## src/logic/sfg_map.vh

```
// constants of the serial flash guard block
`ifndef SFG_MAP_VH
`define SFG_MAP_VH
// status bit positions in the 16-bit status word
`define SFG_BIT_BUSY      0
`define SFG_BIT_WEL       1
`define SFG_BIT_BP_LO     2
`define SFG_BIT_BP_HI     4
`define SFG_BIT_TB        5
`define SFG_BIT_SEC       6
`define SFG_BIT_GML       7
`define SFG_BIT_GMH       8
`define SFG_BIT_QE        9
`define SFG_BIT_CMP       14
`define SFG_BIT_SUS       15
// non-volatile reset value, all protection off
`define SFG_NV_RESET      16'h0000
// opcodes
`define SFG_OP_WREN       8'h06
`define SFG_OP_WRDI       8'h04
`define SFG_OP_RDSR1      8'h05
`define SFG_OP_RDSR2      8'h35
`define SFG_OP_WRSR       8'h01
`define SFG_OP_PP         8'h02
`define SFG_OP_QPP        8'h32
`define SFG_OP_SE         8'h20
`define SFG_OP_BE32       8'h52
`define SFG_OP_BE64       8'hD8
`define SFG_OP_CE         8'hC7
`define SFG_OP_CE2        8'h60
`define SFG_OP_DP         8'hB9
`define SFG_OP_RDP        8'hAB
`define SFG_OP_SUS1       8'h75
`define SFG_OP_SUS2       8'hB0
`define SFG_OP_RES1       8'h7A
`define SFG_OP_RES2       8'h30
`define SFG_OP_SCER       8'h44
`define SFG_OP_SCPR       8'h42
// timing
`define SFG_CLK_MHZ       100
`define SFG_TPUW_US       5000
`define SFG_TPUW_CYC      (`SFG_TPUW_US * `SFG_CLK_MHZ)
`define SFG_TOP_US        3000
`define SFG_TOP_CYC       (`SFG_TOP_US * `SFG_CLK_MHZ)
`endif

```

## src/logic/sfg_sync.v

```verilog
// two-flop synchroniser for one pin
`timescale 1ns/100ps
module sfg_sync (
    // clock and reset
    input  wire ref_clk,
    input  wire rst_b,
    // pin and result
    input  wire pin_in,
    output reg  pin_sync
);
    reg meta_r;
    always @(posedge ref_clk) begin
        if (!rst_b) begin
            meta_r   <= 1'b1;
            pin_sync <= 1'b1;
        end else begin
            meta_r   <= pin_in;
            pin_sync <= meta_r;
        end
    end
endmodule // sfg_sync

```

## src/logic/sfg_region.v

```verilog
// protected region check for a target address range
`timescale 1ns/100ps
module sfg_region (
    // protection bits
    input  wire [2:0]  region_size_bits,
    input  wire        top_bottom_select,
    input  wire        small_unit_select,
    input  wire        invert_region,
    // target range, inclusive
    input  wire [18:0] lo_addr,
    input  wire [18:0] hi_addr,
    // result
    output reg         hit
);
    reg [19:0] span;
    reg [19:0] p_lo;
    reg [19:0] p_hi;
    reg        none;
    always @* begin
        span = 20'h00000;
        none = 1'b0;
        if (region_size_bits == 3'h0) begin
            none = 1'b1;
        end else if (!small_unit_select) begin
            if (region_size_bits[2])
                span = 20'h80000;
            else
                span = 20'h10000 << (region_size_bits[1:0] - 2'h1);
        end else begin
            if (region_size_bits == 3'h7)
                span = 20'h80000;
            else if (region_size_bits[2])
                span = 20'h08000;
            else
                span = 20'h01000 << (region_size_bits[1:0] - 2'h1);
        end
        if (top_bottom_select) begin
            p_lo = 20'h00000;
            p_hi = span - 20'h00001;
        end else begin
            p_lo = 20'h80000 - span;
            p_hi = 20'h7FFFF;
        end
        // inverted region: complement of the plain one
        if (invert_region) begin
            if (none)
                hit = 1'b1;
            else if (span == 20'h80000)
                hit = 1'b0;
            else if (top_bottom_select)
                hit = ({1'b0, hi_addr} > p_hi);
            else
                hit = ({1'b0, lo_addr} < p_lo);
        end else begin
            hit = !none && ({1'b0, hi_addr} >= p_lo) && ({1'b0, lo_addr} <= p_hi);
        end
    end
endmodule // sfg_region

```

## src/logic/sfg_core.v

```verilog
// serial flash pause, write guard and status control
`timescale 1ns/100ps
`include "sfg_map.vh"
module sfg_core #(
    parameter TPUW_CYC = `SFG_TPUW_CYC,
    parameter TOP_CYC  = `SFG_TOP_CYC
) (
    // clock and reset
    input  wire ref_clk,
    input  wire rst_b,
    // serial bus pins
    input  wire cs_b,
    input  wire sclk,
    input  wire sdi,
    output reg  sdo_out,
    output reg  sdo_oe,
    // pause / lane-3 and write-protect / lane-2 pins
    input  wire pause_b,
    input  wire wp_b,
    // state view
    output reg  paused_r,
    output reg  quad_lane_enable
);
    // ------------------------------------------------------------
    // pin synchronisers
    // ------------------------------------------------------------
    wire cs_s, clk_s, di_s, ps_s, wp_s;
    sfg_sync u_cs (.ref_clk(ref_clk), .rst_b(rst_b), .pin_in(cs_b),    .pin_sync(cs_s));
    sfg_sync u_ck (.ref_clk(ref_clk), .rst_b(rst_b), .pin_in(sclk),    .pin_sync(clk_s));
    sfg_sync u_di (.ref_clk(ref_clk), .rst_b(rst_b), .pin_in(sdi),     .pin_sync(di_s));
    sfg_sync u_ps (.ref_clk(ref_clk), .rst_b(rst_b), .pin_in(pause_b), .pin_sync(ps_s));
    sfg_sync u_wp (.ref_clk(ref_clk), .rst_b(rst_b), .pin_in(wp_b),    .pin_sync(wp_s));

    reg clk_d_r, cs_d_r, ps_d_r;
    always @(posedge ref_clk) begin
        if (!rst_b) begin
            clk_d_r <= 1'b0;
            cs_d_r  <= 1'b1;
            ps_d_r  <= 1'b1;
        end else begin
            clk_d_r <= clk_s;
            cs_d_r  <= cs_s;
            ps_d_r  <= ps_s;
        end
    end
    wire clk_rise = clk_s & ~clk_d_r;
    wire clk_fall = ~clk_s & clk_d_r;
    wire cs_rise  = cs_s & ~cs_d_r;

    // ------------------------------------------------------------
    // status bits
    // ------------------------------------------------------------
    reg        busy_r, wel_r, sus_r, gmh_r, gml_r, tb_r, sec_r, cmp_r;
    reg [2:0]  bp_r;
    wire [15:0] status = {sus_r, cmp_r, 4'h0, quad_lane_enable, gmh_r, gml_r,
                          sec_r, tb_r, bp_r, wel_r, busy_r};

    // ------------------------------------------------------------
    // pause tracking
    // ------------------------------------------------------------
    // pause needs quad off
    wire pause_ok = ~quad_lane_enable & ~cs_s;
    reg  paused_nxt;
    always @* begin
        paused_nxt = paused_r;
        if (!pause_ok) begin
            paused_nxt = 1'b0;
        end else if (!paused_r) begin
            if (!ps_s && (clk_fall || (!clk_s && ps_d_r)))
                paused_nxt = 1'b1;
        end else begin
            if (ps_s && (clk_fall || (!clk_s && !ps_d_r)))
                paused_nxt = 1'b0;
        end
    end
    // next value also gates the output enable
    always @(posedge ref_clk) begin
        if (!rst_b)
            paused_r <= 1'b0;
        else
            paused_r <= paused_nxt;
    end
    wire sh_in  = clk_rise & ~cs_s & ~paused_r;
    wire sh_out = clk_fall & ~cs_s & ~paused_r;

    // ------------------------------------------------------------
    // frame shifter
    // ------------------------------------------------------------
    reg [5:0]  bitcnt_r;
    reg [7:0]  op_r;
    reg [23:0] arg_r;
    reg [15:0] tx_r;
    reg        rd_r;
    wire [7:0] sh_nxt = {op_r[6:0], di_s};
    always @(posedge ref_clk) begin
        if (!rst_b || cs_s) begin
            bitcnt_r <= 6'h00;
            op_r     <= 8'h00;
            arg_r    <= 24'h000000;
        end else if (sh_in) begin
            if (bitcnt_r < 6'h08)
                op_r <= sh_nxt;
            // first three bytes after the opcode kept, later bytes not shifted in
            else if (bitcnt_r < 6'h20)
                arg_r <= {arg_r[22:0], di_s};
            if (bitcnt_r != 6'h3F)
                bitcnt_r <= bitcnt_r + 6'h01;
        end
    end

    // ------------------------------------------------------------
    // power-up delay and operation timer
    // ------------------------------------------------------------
    reg [31:0] pu_r, op_cnt_r;
    reg        pdown_r;
    wire pu_done = (pu_r == 32'h0);
    always @(posedge ref_clk) begin
        if (!rst_b)
            pu_r <= TPUW_CYC[31:0];
        else if (!pu_done)
            pu_r <= pu_r - 32'h1;
    end

    // ------------------------------------------------------------
    // command decode at deselect
    // ------------------------------------------------------------
    wire is_wr   = (op_r == `SFG_OP_PP) || (op_r == `SFG_OP_QPP) || (op_r == `SFG_OP_SE) ||
                   (op_r == `SFG_OP_BE32) || (op_r == `SFG_OP_BE64) ||
                   (op_r == `SFG_OP_CE) || (op_r == `SFG_OP_CE2) ||
                   (op_r == `SFG_OP_SCER) || (op_r == `SFG_OP_SCPR);
    wire is_arr  = is_wr && (op_r != `SFG_OP_SCER) && (op_r != `SFG_OP_SCPR);
    wire is_sus  = (op_r == `SFG_OP_SUS1) || (op_r == `SFG_OP_SUS2);
    wire is_res  = (op_r == `SFG_OP_RES1) || (op_r == `SFG_OP_RES2);
    wire cmd_done = cs_rise & (bitcnt_r >= 6'h08);
    wire has_addr = (bitcnt_r >= 6'h20);
    wire has_sr1  = (bitcnt_r >= 6'h10);
    wire has_sr2  = (bitcnt_r >= 6'h18);

    // target range for array writes
    reg [18:0] t_lo, t_hi;
    always @* begin
        t_lo = arg_r[18:0];
        t_hi = arg_r[18:0];
        case (op_r)
            `SFG_OP_SE: begin
                t_lo = {arg_r[18:12], 12'h000};
                t_hi = {arg_r[18:12], 12'hFFF};
            end
            `SFG_OP_BE32: begin
                t_lo = {arg_r[18:15], 15'h0000};
                t_hi = {arg_r[18:15], 15'h7FFF};
            end
            `SFG_OP_BE64: begin
                t_lo = {arg_r[18:16], 16'h0000};
                t_hi = {arg_r[18:16], 16'hFFFF};
            end
            `SFG_OP_CE, `SFG_OP_CE2: begin
                t_lo = 19'h00000;
                t_hi = 19'h7FFFF;
            end
            default: begin
                t_lo = {arg_r[18:8], 8'h00};
                t_hi = {arg_r[18:8], 8'hFF};
            end
        endcase
    end
    wire prot_hit;
    sfg_region u_reg (
        .region_size_bits  (bp_r),
        .top_bottom_select (tb_r),
        .small_unit_select (sec_r),
        .invert_region     (cmp_r),
        .lo_addr           (t_lo),
        .hi_addr           (t_hi),
        .hit               (prot_hit)
    );
    wire op_needs_addr = (op_r != `SFG_OP_CE) && (op_r != `SFG_OP_CE2);

    wire wp_count = ~quad_lane_enable & ~wp_s;
    wire sr_ok = wel_r & ~gmh_r & ~(gml_r & wp_count);

    // ------------------------------------------------------------
    // status update
    // ------------------------------------------------------------
    always @(posedge ref_clk) begin
        if (!rst_b) begin
            busy_r <= 1'b0;
            wel_r  <= 1'b0;
            sus_r  <= 1'b0;
            bp_r   <= 3'h0;
            tb_r   <= 1'b0;
            sec_r  <= 1'b0;
            gml_r  <= 1'b0;
            gmh_r  <= 1'b0;
            cmp_r  <= 1'b0;
            quad_lane_enable <= 1'b0;
            pdown_r  <= 1'b0;
            op_cnt_r <= 32'h0;
        end else begin
            if (busy_r) begin
                if (op_cnt_r == 32'h0) begin
                    busy_r <= 1'b0;
                    wel_r  <= 1'b0;
                end else if (!sus_r) begin
                    op_cnt_r <= op_cnt_r - 32'h1;
                end
            end
            if (cmd_done) begin
                if (pdown_r) begin
                    if (op_r == `SFG_OP_RDP)
                        pdown_r <= 1'b0;
                end else if (busy_r) begin
                    if (is_sus)
                        sus_r <= 1'b1;
                    else if (is_res)
                        sus_r <= 1'b0;
                end else begin
                    case (op_r)
                        `SFG_OP_WREN: if (pu_done) wel_r <= 1'b1;
                        `SFG_OP_WRDI: wel_r <= 1'b0;
                        `SFG_OP_DP:   pdown_r <= 1'b1;
                        `SFG_OP_WRSR: begin
                            if (pu_done && sr_ok && has_sr1) begin
                                bp_r  <= arg_r[(has_sr2 ? 12 : 4) -: 3];
                                tb_r  <= has_sr2 ? arg_r[13] : arg_r[5];
                                sec_r <= has_sr2 ? arg_r[14] : arg_r[6];
                                gml_r <= has_sr2 ? arg_r[15] : arg_r[7];
                                if (has_sr2) begin
                                    gmh_r <= arg_r[0];
                                    quad_lane_enable <= arg_r[1];
                                    cmp_r <= arg_r[6];
                                end
                                busy_r   <= 1'b1;
                                op_cnt_r <= TOP_CYC[31:0];
                            end
                        end
                        default: begin
                            if (is_wr && pu_done && wel_r &&
                                (!op_needs_addr || has_addr) &&
                                !(is_arr && prot_hit)) begin
                                busy_r   <= 1'b1;
                                op_cnt_r <= TOP_CYC[31:0];
                            end
                        end
                    endcase
                    if (is_res)
                        sus_r <= 1'b0;
                end
            end
        end
    end

    // ------------------------------------------------------------
    // status read output
    // ------------------------------------------------------------
    wire rd_start = ~cs_s & (bitcnt_r == 6'h08) & ~rd_r & ~pdown_r &
                    ((op_r == `SFG_OP_RDSR1) || (op_r == `SFG_OP_RDSR2));
    always @(posedge ref_clk) begin
        if (!rst_b || cs_s) begin
            rd_r    <= 1'b0;
            tx_r    <= 16'h0000;
            sdo_out <= 1'b0;
            sdo_oe  <= 1'b0;
        end else begin
            if (rd_start) begin
                rd_r <= 1'b1;
                tx_r <= (op_r == `SFG_OP_RDSR1) ? {status[7:0], status[7:0]}
                                                : {status[15:8], status[15:8]};
            end else if (rd_r && sh_out) begin
                sdo_out <= tx_r[15];
                tx_r    <= {tx_r[14:0], tx_r[15]};
            end
            sdo_oe <= rd_r & ~paused_nxt;
        end
    end
endmodule // sfg_core

```

## config.mk

```make
export PLATFORM = sky130hd
export DESIGN_NAME = sfg_core
export DESIGN_NICKNAME = d
export VERILOG_FILES = /design/src/logic/sfg_sync.v /design/src/logic/sfg_region.v /design/src/logic/sfg_core.v
export VERILOG_INCLUDE_DIRS = /design/src /design/src/logic
export SDC_FILE = /design/constraint.sdc
export NUM_CORES = 1
export LEC_CHECK = 0
export BUFFER_PORTS_ARGS = -buffer_cell sky130_fd_sc_hd__buf_2
export CAP_MARGIN = 20
export CORE_ASPECT_RATIO = 2
export CORE_MARGIN = 2
export CORE_UTILIZATION = 40
export CTS_CLUSTER_SIZE = 25
export DETAILED_ROUTE_END_ITERATION = 8
export PLACE_DENSITY_LB_ADDON = 0.25
export SLEW_MARGIN = 5
export SYNTH_ARGS = -nofsm -noshare
export SYNTH_HDL_FRONTEND = slang
export SYNTH_SLANG_ARGS = --single-unit
```

## constraint.sdc

```tcl
create_clock -name ref_clk -period 4.5 [get_ports ref_clk]
set_input_delay 0.675 -clock ref_clk [delete_from_list [all_inputs] [get_ports ref_clk]]
set_output_delay 0.675 -clock ref_clk [all_outputs]
set_load 0.005 [all_outputs]
```

==> impl.org <==
** Die
- Chip height :: 196 um
- The floorplan step defined a core boundary enclosing 18100 sq um.
- In this run the horizontal extent of the chip is 99.8 um.
- Placement row count :: 70
- Once the floorplan was initialized, standard cells occupied 40.5% of the core.
- In this run the count of I/O pins placed on the die edge is 11.
- The die covers 19500 sq um.

** Worst setup path
- The worst setup path is captured at a flop.
- The critical path starts at op_r[1].
- Register-to-register setup slack :: 0.54 ns
- Worst EP arrival :: 4.28 ns
- The critical path in this run is classified as flop to flop.
- Largest driver fanout on the critical path :: 33
- Worst reg2reg path depth :: 13
- Startpoint kind of the worst setup timing path :: flop
- The endpoint identified for the worst register-to-register timing path is op_cnt_r[12].
- Startpoint of the most critical register-to-register path :: op_r[1]
- Required time at the endpoint of the critical path :: 4.82 ns

** Timing
- Subtracting the final worst setup slack from the clock period gives 3.96 ns.
- Dividing the final minimum period by the clock period gives 88.1%.
- Setup Total Neg Slack :: 0 ns
- At the pin with the least slew margin, the transition time is 1.06 ns.
- Peak clock frequency supported by timing :: 0.252 GHz
- Number of endpoints with negative hold slack in the final report :: 0
- Unrepaired setup endpoints after global routing :: no
- For the final database, setup skew stands at 0.0137 ns.
- Count of final setup violators :: 0
- Count of pins over their slew limit :: 0
- Max transition margin :: 29.2%

** Finish
- In the layout the commonest cells are 143 x dfxtp_1, 117 x nand2_1, 112 x nor2_1.
- The area growth from synthesis to layout is 10.9%.
- Summing all multi-input logic gate instances after layout gives 4230 sq um.
- Net count of the finished layout :: 916
- Of the cells placed in the final design, the portion with a size suffix greater than 1 is 8.33%.
- Summing all flip-flop and latch instances after layout gives 2860 sq um.
- The repair_antennas step left the layout with diodes totalling 0.
- Number of fill cells :: 1769
- Most frequent standard cell in the layout excluding fill and tap cells :: dfxtp_1

** Global routing
- Global-route wire length before repair :: 29.5 mm
- Number of antenna violations at the first check in global routing :: 0
- The via count of the first global-routing pass was 6192.
- Global routing consumed, over all layers together, 18.9% of the routing resources.
- Total congestion overflow :: 0
- Entering global routing, the biggest net connects 51 pins.

** Synth
- Post-synthesis instance area :: 7340 sq um
- Synthesis produced a netlist whose cell count is 885.
- For this run, the leading register cell type out of synthesis is dfxtp_1.
- After synthesis, flip-flops and latches occupy 39.0% of the total area.
- Xor and xnor area share after synthesis :: 6.44%
- Mux share of post-synthesis cell area :: 2.64%
- Adder-cell share of the synthesized area :: 5.76%
- The synthesized design contains 0 enable-type register cells.
- In this run, synthesis produced a sequential element count of 143.
- FFs w/ async S/R, synth :: 0%
- Unique cell type count in the Yosys netlist :: 71
- After synthesis, the largest family of logic cells by area is simple AND/OR/NAND/NOR gates.
- For this run, the number of Yosys warnings is 0.
- Syn Area/Cell :: 8.30 sq um
- Fraction of the mapped netlist area in compound gates :: 15.0%
- Basic-gate share of the synthesized area counting and, or, nand and nor cells :: 27.7%
- Mapped Nets :: 925

** Pwr
- The internal power of the cells totals 0.00216 W.
- Power spread over the standard cell area amounts to 343 nW/um^2.
- The clock network is responsible for 50.5% of the overall power.
- Combinational share of power :: 3.1%
- IR analysis of the VDD net gives a maximum drop of 0.000379 V.
- Sw Pwr :: 0.000635 W
- Total power for the finished layout comes to 0.00280 W.
- Net switching is 22.7% of the power.
- Sequential share of power :: 46.4%
- Leakage power total :: 3.12 nW

** Place
- Post-detail-place hpwl :: 12.8 mm
- Final RePlAce weighted congestion :: 0.845
- Input and output buffers added on the ports amount to 10.

** Clock tree
- TritonCTS built the clock tree.
- Clock slew at reported path FFs :: 0.06 ns
- CTS H-tree depth :: 4
- Clock sink count :: 143
- Clock root buffer :: clkbuf_16
- Gates resized, CTS repair :: 0
- Counting the buffers created by CTS gives 17.
- Buffers added to address setup during post-CTS repair amount to 0.
- The later pin in the worst-skew pair is clocked with a latency of 0.43 ns.
- Cts hold-fix bufs :: 0
- Maximum count of clock buffers along a single path :: 2

** Min path
- Start point of the worst min-delay path :: u_cs.meta_r
- Cell count of the worst hold path :: 1
- For hold timing, the worst endpoint is u_cs.pin_sync.
- The path class of the tightest hold or removal check is flop to flop.

** Routing
- The final layout contains routed wiring with a total length of 17.6 mm.
- The pre-antenna-repair detailed-routing pass consisted of 4 iterations.
- Remaining design rule violation count :: 0
- Average vias per placed instance :: 5.61
- Detailed-route via count :: 6194
- First DRT Iteration DRCs :: 189
- Residual antenna-violating net count after detailed routing :: 0
- Dividing the detail-routed wire length by the instance count gives 15.9 um.

** Run status
- The flow ran to the end, and the final reports show no timing, DRC or antenna violations.

** Flow run
- The tool flagged a number of max-cap violations equal to 0.
## power groups by stage
stage	sequential, W	combinational, W	clock (W)
5_1_grt	0.00130	0.0000979	0.00149
6_report	0.00130	0.0000862	0.00141
4_1_cts	0.00130	0.0000877	0.00144
2_1_floorplan	0.00132	0.0000683	0
3_3_place_gp	0.00133	0.0000863	0
3_5_place_dp	0.00133	0.0000870	0
## registers in the layout (all words and copies together) (netlist names), 3 cells and up
| signal | cells |
|---|---|
| op_cnt_r | 32 |
| pu_r | 32 |
| arg_r | 19 |
| tx_r | 16 |
| op_r | 8 |
| bitcnt_r | 6 |
| bp_r | 3 |
## synthesized netlist by cell type (3+ instances only)
cell	count	area [sq um]
dfxtp_1	143	2860
nand2_1	117	439
nor2_1	112	420
a21oi_1	52	260
clkbuf_1	38	143
ha_1	33	413
xnor2_1	30	263
nor3_1	29	145
nor4_1	25	156
xor2_1	24	210
o21ai_0	23	115
nand2b_1	21	131
and2_1	16	100
mux2i_1	16	160
inv_1	15	56.3
or3_1	14	87.6
nand3_1	12	60.1
nand4_1	12	75.1
a31oi_1	11	68.8
a211oi_1	9	67.6
o221a_2	9	101
o21a_1	8	60.1
nor2b_1	6	37.5
o211ai_1	6	45.0
or4_1	6	45.0
a21o_1	5	37.5
buf_2	5	25.0
nand3b_1	5	37.5
nor4b_1	5	43.8
o31ai_1	5	37.5
a2111oi_0	4	35.0
and3_1	4	25.0
and4b_1	4	40.0
nand4b_1	4	35.0
o41ai_1	4	35.0
mux2_2	3	33.8
nor3b_1	3	22.5
o211a_1	3	30.0
o31a_1	3	26.3
## cell families after synthesis
kind of cell | Yosys count
adders and majority gates | 34
xor gates and xnor gates | 54
DFF | 143
buffers and inverters | 63
muxes | 19
and+or+nand+nor | 409
AOI/OAI and AO/OA | 163
## routing by layer
metal	track usage, %	part of all wire [%]
met3	2.76	2.3
met5	0	0
met1	18.1	36
met2	36.3	56
met4	11.9	5.0
## stage by stage
step / instances / area [sq um] / utilization (%) / hold slack (ns) / setup slack, ns
after floorplan: 885 / 7340 / - / 0.386 / 0.908
after global placement: 1073 / 7560 / 41.7 / 0.396 / 0.637
after detailed placement: 1073 / 7560 / 41.7 / 0.393 / 0.603
after CTS: 1104 / 8150 / 44.9 / 0.408 / 0.599
after global routing: 1104 / 8150 / 44.9 / 0.415 / 0.290
final: 1104 / 8150 / 44.9 / 0.405 / 0.537
## critical path, cell delays in order (launching register included)
cell and delay [ns]:
dfxtp_1 0.44, nor4_1 0.58, and3b_1 0.28, o21ai_0 0.22, and2_1 0.26, ha_1 0.31
a21o_1 0.16, a2111oi_0 0.58, nand2_1 0.10, o21ai_0 0.16, and3_1 0.19, a21oi_2 0.07
buf_12 0.19, o31a_1 0.30
## worst max path at each step
stage                     cells after the start            to  slack, ns
after global placement                       15   op_cnt_r[8]       0.64
after floorplan                              17   op_cnt_r[5]       0.91
after detailed placement                     15  op_cnt_r[12]       0.60
final                                        13  op_cnt_r[12]       0.54
after CTS                                    15  op_cnt_r[12]       0.60
after global routing                         13   op_cnt_r[8]       0.29
## cell type report
class / instances / area share (%)
inverter: 16 / 0.737
tap: 216 / 3.32
sequential: 143 / 35.1
clock buffer: 20 / 5.61
multi-input combinational: 679 / 52.0
timing repair buffer: 19 / 1.60
clock inverter: 11 / 1.63
Note: power is estimated with default switching activity, not from simulation.
